**src/hw/alarm_pkg.sv**
```systemverilog
// constants and carrier types for the threshold alarm unit
// assumes byte-wide register writes arrive already decoded from the serial port
package alarm_pkg;
  localparam logic [6:0] ADDR_X_THR = 7'h20;
  localparam logic [6:0] ADDR_Y_THR = 7'h22;
  localparam logic [6:0] ADDR_Z_THR = 7'h24;
  localparam logic [6:0] ADDR_S_THR = 7'h26;
  localparam logic [6:0] ADDR_CTRL = 7'h28;
  localparam logic [6:0] ADDR_DIAG = 7'h3c;
  localparam logic [6:0] ADDR_GCMD = 7'h3e;
  localparam int EN_X_BIT = 0;
  localparam int EN_S_BIT = 3;
  localparam int SRC_TEMP_BIT = 4;
  localparam int POL_BELOW_BIT = 5;
  localparam int CTRL_USED_BITS = 6;
  localparam int S_THR_BITS = 12;
  localparam int DIAG_FLAG_LSB = 8;
  localparam int GCMD_CLEAR_BIT = 4;
  localparam logic [15:0] REG_RESET = 16'h0000;
  localparam logic [5:0] CTRL_MASK = 6'h3f;

  typedef struct packed {
    logic wr;
    logic rd;
    logic [6:0] addr;
    logic [7:0] data;
  } reg_req_t;

  typedef struct packed {
    logic x_new;
    logic y_new;
    logic z_new;
    logic sys_new;
    logic signed [15:0] x;
    logic signed [15:0] y;
    logic signed [15:0] z;
    logic [11:0] temp;
    logic [11:0] supply;
  } sample_t;
endpackage

```
**src/hw/threshold_alarm_unit.sv**
```systemverilog
// threshold alarm unit: per-axis and system alarms with sticky diagnostic flags
// assumes samples arrive with one-cycle new strobes on the same clock
// Functional notes
// - control bits 0..3 enable the x, y, z and system alarms.
// - control bit 5 high trips system alarm below threshold, else above.
// - control bit 4 selects temperature when high, supply when low.
// - axis alarms have no direction control; only the system alarm does.
// - axis thresholds are full 16-bit two's-complement values.
// - system threshold uses bits 11..0; bits 15..12 are reserved.
// - four sticky flags sit in diagnostic status bits 11..8.
// - control bits 15..6 reserved; all alarm registers reset to zero.
// - each register spans two byte addresses, low byte at even address.
// - axis alarm trips when sample magnitude exceeds threshold either sign.
// - an alarm trip ends pre-event buffering via the post-event trigger.
// - writing clear-status bit clears flags and deasserts the alarm output, unless a trip sets a flag in that same cycle.
`timescale 1ns/1ps
module threshold_alarm_unit
  import alarm_pkg::*;
(
  input wire logic clock,
  input wire logic reset,
  input wire reg_req_t req,
  input wire sample_t smp,
  output logic [15:0] rd_data,
  output logic alarm_out,
  output logic post_event_trigger
);
  logic [15:0] x_thr_r, x_thr_nxt;
  logic [15:0] y_thr_r, y_thr_nxt;
  logic [15:0] z_thr_r, z_thr_nxt;
  logic [11:0] s_thr_r, s_thr_nxt;
  logic [5:0] ctrl_r, ctrl_nxt;
  logic [3:0] flags_r, flags_nxt;
  logic [15:0] rd_data_r, rd_data_nxt;
  logic alarm_r, alarm_nxt;
  logic trig_r, trig_nxt;
  logic [3:0] trip;
  logic clear;

  // byte write into a 16-bit register: even address low byte, odd high
  function automatic logic [15:0] byte_wr(input logic [15:0] cur, input logic hi,
                                          input logic [7:0] d);
    byte_wr = hi ? {d, cur[7:0]} : {cur[15:8], d};
  endfunction

  function automatic logic hits(input logic [6:0] a, input logic [6:0] base);
    hits = (a[6:1] == base[6:1]);
  endfunction

  // magnitude test; widened to 17 bits so -32768 does not wrap
  function automatic logic exceeds(input logic signed [15:0] s, input logic signed [15:0] t);
    logic signed [16:0] ms;
    logic signed [16:0] mt;
    ms = s[15] ? -{s[15], s} : {s[15], s};
    mt = t[15] ? -{t[15], t} : {t[15], t};
    exceeds = ms > mt;
  endfunction

  // one-hot register select, shared by the write and read decoders
  typedef enum logic [6:0] {
    SEL_NONE = 7'b0000001,
    SEL_X = 7'b0000010,
    SEL_Y = 7'b0000100,
    SEL_Z = 7'b0001000,
    SEL_S = 7'b0010000,
    SEL_CTRL = 7'b0100000,
    SEL_DIAG = 7'b1000000
  } reg_sel_t;

  // the command register is left out: it is write-only and decoded on its own
  function automatic reg_sel_t decode(input logic [6:0] a);
    reg_sel_t sel;
    sel = SEL_NONE;
    if (hits(a, ADDR_X_THR)) begin
      sel = SEL_X;
    end else if (hits(a, ADDR_Y_THR)) begin
      sel = SEL_Y;
    end else if (hits(a, ADDR_Z_THR)) begin
      sel = SEL_Z;
    end else if (hits(a, ADDR_S_THR)) begin
      sel = SEL_S;
    end else if (hits(a, ADDR_CTRL)) begin
      sel = SEL_CTRL;
    end else if (hits(a, ADDR_DIAG)) begin
      sel = SEL_DIAG;
    end
    decode = sel;
  endfunction

  // one axis alarm: enabled, fresh sample, and the magnitude test
  function automatic logic axis_trip(input logic en, input logic fresh,
                                     input logic signed [15:0] s, input logic signed [15:0] t);
    axis_trip = en & fresh & exceeds(s, t);
  endfunction

  reg_sel_t wr_sel;
  reg_sel_t rd_sel;
  logic wr_low;
  logic [11:0] watched;
  logic sys_hit;

  // request decode
  always_comb begin
    wr_sel = SEL_NONE;
    rd_sel = SEL_NONE;
    if (req.wr) begin
      wr_sel = decode(req.addr);
    end
    if (req.rd) begin
      rd_sel = decode(req.addr);
    end
    wr_low = (req.addr[0] == 1'b0);
    clear = req.wr && hits(req.addr, ADDR_GCMD) && wr_low &&
            req.data[GCMD_CLEAR_BIT];
  end

  // x threshold
  always_comb begin
    x_thr_nxt = x_thr_r;
    if (wr_sel == SEL_X) begin
      x_thr_nxt = byte_wr(x_thr_r, req.addr[0], req.data);
    end
  end

  always_ff @(posedge clock or posedge reset) begin
    if (reset) begin
      x_thr_r <= REG_RESET;
    end else begin
      x_thr_r <= x_thr_nxt;
    end
  end

  // y threshold
  always_comb begin
    y_thr_nxt = y_thr_r;
    if (wr_sel == SEL_Y) begin
      y_thr_nxt = byte_wr(y_thr_r, req.addr[0], req.data);
    end
  end

  always_ff @(posedge clock or posedge reset) begin
    if (reset) begin
      y_thr_r <= REG_RESET;
    end else begin
      y_thr_r <= y_thr_nxt;
    end
  end

  // z threshold
  always_comb begin
    z_thr_nxt = z_thr_r;
    if (wr_sel == SEL_Z) begin
      z_thr_nxt = byte_wr(z_thr_r, req.addr[0], req.data);
    end
  end

  always_ff @(posedge clock or posedge reset) begin
    if (reset) begin
      z_thr_r <= REG_RESET;
    end else begin
      z_thr_r <= z_thr_nxt;
    end
  end

  // system threshold: the top nibble is dropped so reads give zero there
  always_comb begin
    logic [15:0] tmp;
    tmp = byte_wr({4'h0, s_thr_r}, req.addr[0], req.data);
    s_thr_nxt = s_thr_r;
    if (wr_sel == SEL_S) begin
      s_thr_nxt = tmp[S_THR_BITS-1:0];
    end
  end

  always_ff @(posedge clock or posedge reset) begin
    if (reset) begin
      s_thr_r <= REG_RESET[S_THR_BITS-1:0];
    end else begin
      s_thr_r <= s_thr_nxt;
    end
  end

  // control: the high byte holds only reserved bits, so its writes are ignored
  always_comb begin
    ctrl_nxt = ctrl_r;
    if (wr_sel == SEL_CTRL && wr_low) begin
      ctrl_nxt = req.data[CTRL_USED_BITS-1:0] & CTRL_MASK;
    end
  end

  always_ff @(posedge clock or posedge reset) begin
    if (reset) begin
      ctrl_r <= REG_RESET[CTRL_USED_BITS-1:0];
    end else begin
      ctrl_r <= ctrl_nxt;
    end
  end

  // comparisons run only in the cycle that carries a new sample
  // a sample equal to its threshold does not trip: every test is strict
  always_comb begin
    watched = ctrl_r[SRC_TEMP_BIT] ? smp.temp : smp.supply;
    if (ctrl_r[POL_BELOW_BIT]) begin
      sys_hit = (watched < s_thr_r);
    end else begin
      sys_hit = (watched > s_thr_r);
    end
    trip = 4'h0;
    trip[EN_X_BIT] = axis_trip(ctrl_r[EN_X_BIT], smp.x_new, smp.x, x_thr_r);
    trip[1] = axis_trip(ctrl_r[1], smp.y_new, smp.y, y_thr_r);
    trip[2] = axis_trip(ctrl_r[2], smp.z_new, smp.z, z_thr_r);
    trip[EN_S_BIT] = ctrl_r[EN_S_BIT] & smp.sys_new & sys_hit;
  end

  // sticky flags
  always_comb begin
    flags_nxt = flags_r;
    if (clear) begin
      flags_nxt = 4'h0;
    end
    // set wins over a clear in the same cycle
    flags_nxt = flags_nxt | trip;
  end

  always_ff @(posedge clock or posedge reset) begin
    if (reset) begin
      flags_r <= 4'h0;
    end else begin
      flags_r <= flags_nxt;
    end
  end

  // the alarm follows the flags of the same edge
  always_comb begin
    alarm_nxt = |flags_nxt;
  end

  always_ff @(posedge clock or posedge reset) begin
    if (reset) begin
      alarm_r <= 1'b0;
    end else begin
      alarm_r <= alarm_nxt;
    end
  end

  // trigger pulses once for every cycle that holds a trip
  always_comb begin
    trig_nxt = |trip;
  end

  always_ff @(posedge clock or posedge reset) begin
    if (reset) begin
      trig_r <= 1'b0;
    end else begin
      trig_r <= trig_nxt;
    end
  end

  // readback: unmapped addresses read as zero
  // a read sees register values from before a write in the same cycle
  always_comb begin
    rd_data_nxt = rd_data_r;
    if (req.rd) begin
      case (rd_sel)
        SEL_X: begin
          rd_data_nxt = x_thr_r;
        end
        SEL_Y: begin
          rd_data_nxt = y_thr_r;
        end
        SEL_Z: begin
          rd_data_nxt = z_thr_r;
        end
        SEL_S: begin
          rd_data_nxt = {4'h0, s_thr_r};
        end
        SEL_CTRL: begin
          rd_data_nxt = {10'h000, ctrl_r};
        end
        SEL_DIAG: begin
          rd_data_nxt = {4'h0, flags_r, 8'h00};
        end
        default: begin
          rd_data_nxt = 16'h0000;
        end
      endcase
    end
  end

  always_ff @(posedge clock or posedge reset) begin
    if (reset) begin
      rd_data_r <= 16'h0000;
    end else begin
      rd_data_r <= rd_data_nxt;
    end
  end

  assign rd_data = rd_data_r;
  assign alarm_out = alarm_r;
  assign post_event_trigger = trig_r;
endmodule // threshold_alarm_unit

```
**config.mk**
```make
export PLATFORM = sky130hd
export DESIGN_NAME = threshold_alarm_unit
export DESIGN_NICKNAME = d
export VERILOG_FILES = /design/src/hw/alarm_pkg.sv /design/src/hw/threshold_alarm_unit.sv
export SDC_FILE = /design/constraint.sdc
export NUM_CORES = 1
export LEC_CHECK = 0
export BUFFER_PORTS_ARGS = -buffer_cell sky130_fd_sc_hd__buf_4
export CAP_MARGIN = 40
export CORE_MARGIN = 3
export CORE_UTILIZATION = 35
export CTS_BUF_LIST = sky130_fd_sc_hd__clkbuf_16
export CTS_CLUSTER_SIZE = 25
export DETAILED_ROUTE_END_ITERATION = 16
export GPL_ROUTABILITY_DRIVEN = 0
export PLACE_DENSITY = 0.57
export SETUP_SLACK_MARGIN = 0.5
export SKIP_CTS_REPAIR_TIMING = 1
export SLEW_MARGIN = 10
export SYNTH_ARGS = -nofsm -noshare
export SYNTH_HDL_FRONTEND = slang
export SYNTH_SLANG_ARGS = --single-unit
```
**constraint.sdc**
```tcl
create_clock -name clock -period 3.3 [get_ports clock]
set_input_delay 0.495 -clock clock [delete_from_list [all_inputs] [get_ports clock]]
set_output_delay 0.495 -clock clock [all_outputs]
set_load 0.05 [all_outputs]
```
==> metrics <==
final setup fails 3; PwrDens 384 nW/um2; Final Hold Violating Endpoints 0; drt initial violations 330; Post-synth EDFFs 0; status finished, violations left; Vias 6,238; Post-Synthesis Cells 751; clock root cell clkbuf_16; maximum level of the CTS H-tree 3; CTS clk-pin slew, worst paths 0.06 ns; worst reg2reg setup slack -0.12 ns; first-pass GRT wire length 31,400 um; Buffers on Ports 112; DRT Pass-1 Iters 5; CTS Sinks 88; Pwr Total 3.50 mW; GR Util met2 28.8%; Worst-Margin Slew 0.688 ns; Hold Path Class primary input to async pin; RSZ-0062 raised after global routing yes; GRT overflow 0; sequential cell area fraction in the yosys report 30.9%; row count 51; dpl hpwl 16,000 um; Total GRT Usage 17.9%; CP Class register to register; CTS tree built; Total Routed Length 20,100 um; asr flop ratio synth 100%; Final min period 3.42 ns; drt wl/cell 17.1 um; full die area 22,100 um2; largest net degree at the start of global routing 40; worst setup margin -0.120 ns; Reg-to-Reg Start z_thr_r[6]; I/O pin cnt 113; met1 usage 25.6%; worst path arrival time 3.63 ns; Worst R2R Path Depth 11; Ys Warns 0; Via density 5.31; initial antenna violation count 0; number of remaining DRC errors 0; Slew Viols, Final 0; leak pwr 4.12 nW; Post-Syn Area 7120 um2; Diodes inserted 0; fmax 292 MHz; worst r2r dst alarm_out; number of global-route vias before repair 5,954; core box area 19,700 um2; Inserted Clock Buffers 9; syn avg cell area 9.48 um2; violated checks setup timing; dpl cells 1,152; skew final 0.00589 ns; WP data required 3.51 ns; Die W 149 um; Initial Utilization 36.1%; crit end category register; CP startpoint kind register; met3 Resource Use GR 3.44%; Die Y 149 um; Post-synth top flop dfrtp_1; Area Growth Syn to Fin 28.1%; global route hottest layer met2; Final nets 1,068; Routed Antenna Nets 0; share of layout cells above drive strength 1 32.3%; number of cells in the finished layout apart from fillers 1,174; clk buf depth 2; synthesis-stage register bit count 88; Synth cell types 55; Crit Path Max Fanout 3; worst vdd ir 0.000249 V; Max-Cap Viols 0; Worst slew margin 54.0%; clock network latency to the later pin of the worst-skew pair 0.34 ns; period utilization 104%
## placed cells by master (no fill, tap or decap), types with 9 or more instances in the layout
cell / count
nor2_1: 30
xnor2_1: 41
o21ai_0: 46
nor2b_1: 10
nand4_1: 12
buf_4: 158
ha_1: 67
clkbuf_16: 9
inv_1: 36
mux2i_1: 9
a21oi_1: 34
nand3_1: 23
mux2_2: 70
nand2_1: 74
dfrtp_1: 86
xor2_1: 36
o31ai_1: 17
## per-stage QoR
step	utilization [%]	worst slack, ns	setup TNS [ns]	hold slack [ns]	cell area, um2
CTS	44.9	-0.137	-0.342	0.120	8860
global placement	43.5	-0.0768	-0.168	0.485	8580
global route	46.2	-0.259	-0.733	0.130	9120
floorplan	-	-0.0363	-0.0727	0.459	7170
finish	46.2	-0.120	-0.286	0.117	9120
detailed placement	43.6	-0.122	-0.314	0.481	8600
## state kept, by name, indices dropped and copies added, names as in the netlist
signal / cells
alarm_out: 1
ctrl_r: 6
flags_r: 4
post_event_trigger: 1
rd_data: 16
s_thr_r: 12
x_thr_r: 16
y_thr_r: 16
z_thr_r: 16
## metal layers
| layer | up-vias | part of all wire [%] |
|---|---|---|
| met5 | - | 0 |
| met4 | 0 | 1.2 |
| met3 | 22 | 4.9 |
| met2 | 151 | 48 |
| met1 | 2993 | 46 |
| li1 | 3072 | - |
## layout make-up
class                           count  area, um2
Tap cell                          265        332
Inverter                           37        140
Timing Repair Buffer              160       1230
Sequential cell                    88       2200
Clock inverter                      7       31.3
Clock buffer                        9        225
Multi-Input combinational cell    608       4960
Fill cell                        1914      10600
## critical path, stage by stage (launching register included)
cell     delay [ns]
dfrtp_1        0.37
or4_4          0.53
or3_4          0.34
or3_4          0.39
o41ai_4        0.22
xor2_1         0.18
ha_1           0.26
a21o_1         0.18
a311o_1        0.37
o211a_1        0.22
o31ai_2        0.08
nand4_1        0.13
## worst max-delay path by stage
stage | startpoint | cells past startpoint | endpoint
2_1_floorplan | z_thr_r[6] | 11 | alarm_out
3_3_place_gp | z_thr_r[6] | 11 | post_event_trigger
3_5_place_dp | z_thr_r[6] | 11 | alarm_out
4_1_cts | z_thr_r[6] | 11 | alarm_out
5_1_grt | z_thr_r[6] | 11 | post_event_trigger
6_report | z_thr_r[6] | 11 | alarm_out
## Yosys cell counts (6+ instances only)
library cell | n | area share [%]
o31ai_1 | 22 | 2.3
mux2_2 | 70 | 11
a21oi_1 | 35 | 2.5
a222oi_1 | 6 | 0.84
dfrtp_1 | 88 | 31
nor2_1 | 30 | 1.6
xor2_1 | 37 | 4.6
o41ai_1 | 12 | 1.5
o21ai_0 | 48 | 3.4
nor2b_1 | 11 | 0.97
a21o_1 | 8 | 0.84
nand4_1 | 12 | 1.1
clkbuf_1 | 21 | 1.1
xnor2_1 | 41 | 5.0
mux2i_1 | 9 | 1.3
inv_1 | 37 | 2.0
ha_1 | 69 | 12
nor4_1 | 10 | 0.88
nand2_1 | 76 | 4.0
nand3_1 | 23 | 1.6
nor3_1 | 9 | 0.63
## report_power, final
part / internal [mW] / switching, mW
combinational: 0.608 / 0.653
clock: 0.495 / 0.407
sequential: 1.19 / 0.146
total: 2.29 / 1.20
## kinds of logic (layout without fill, tap and decap cells)
family                   count (synthesis)  in the layout  share of synthesized area, %
AO/OA/AOI/OAI                          162            162                          14.9
XOR/XNOR                                78             78                          9.59
adder cells (fa/ha/maj)                 69             69                          12.1
buffers and inverters                   59            213                          3.13
flip-flops                              88             88                          30.9
multiplexers                            85             85                          14.3
other                                    2              6                         0.105
AND/OR/NAND/NOR                        208            208                          15.0
No activity file was read; power rests on OpenSTA's default activity.
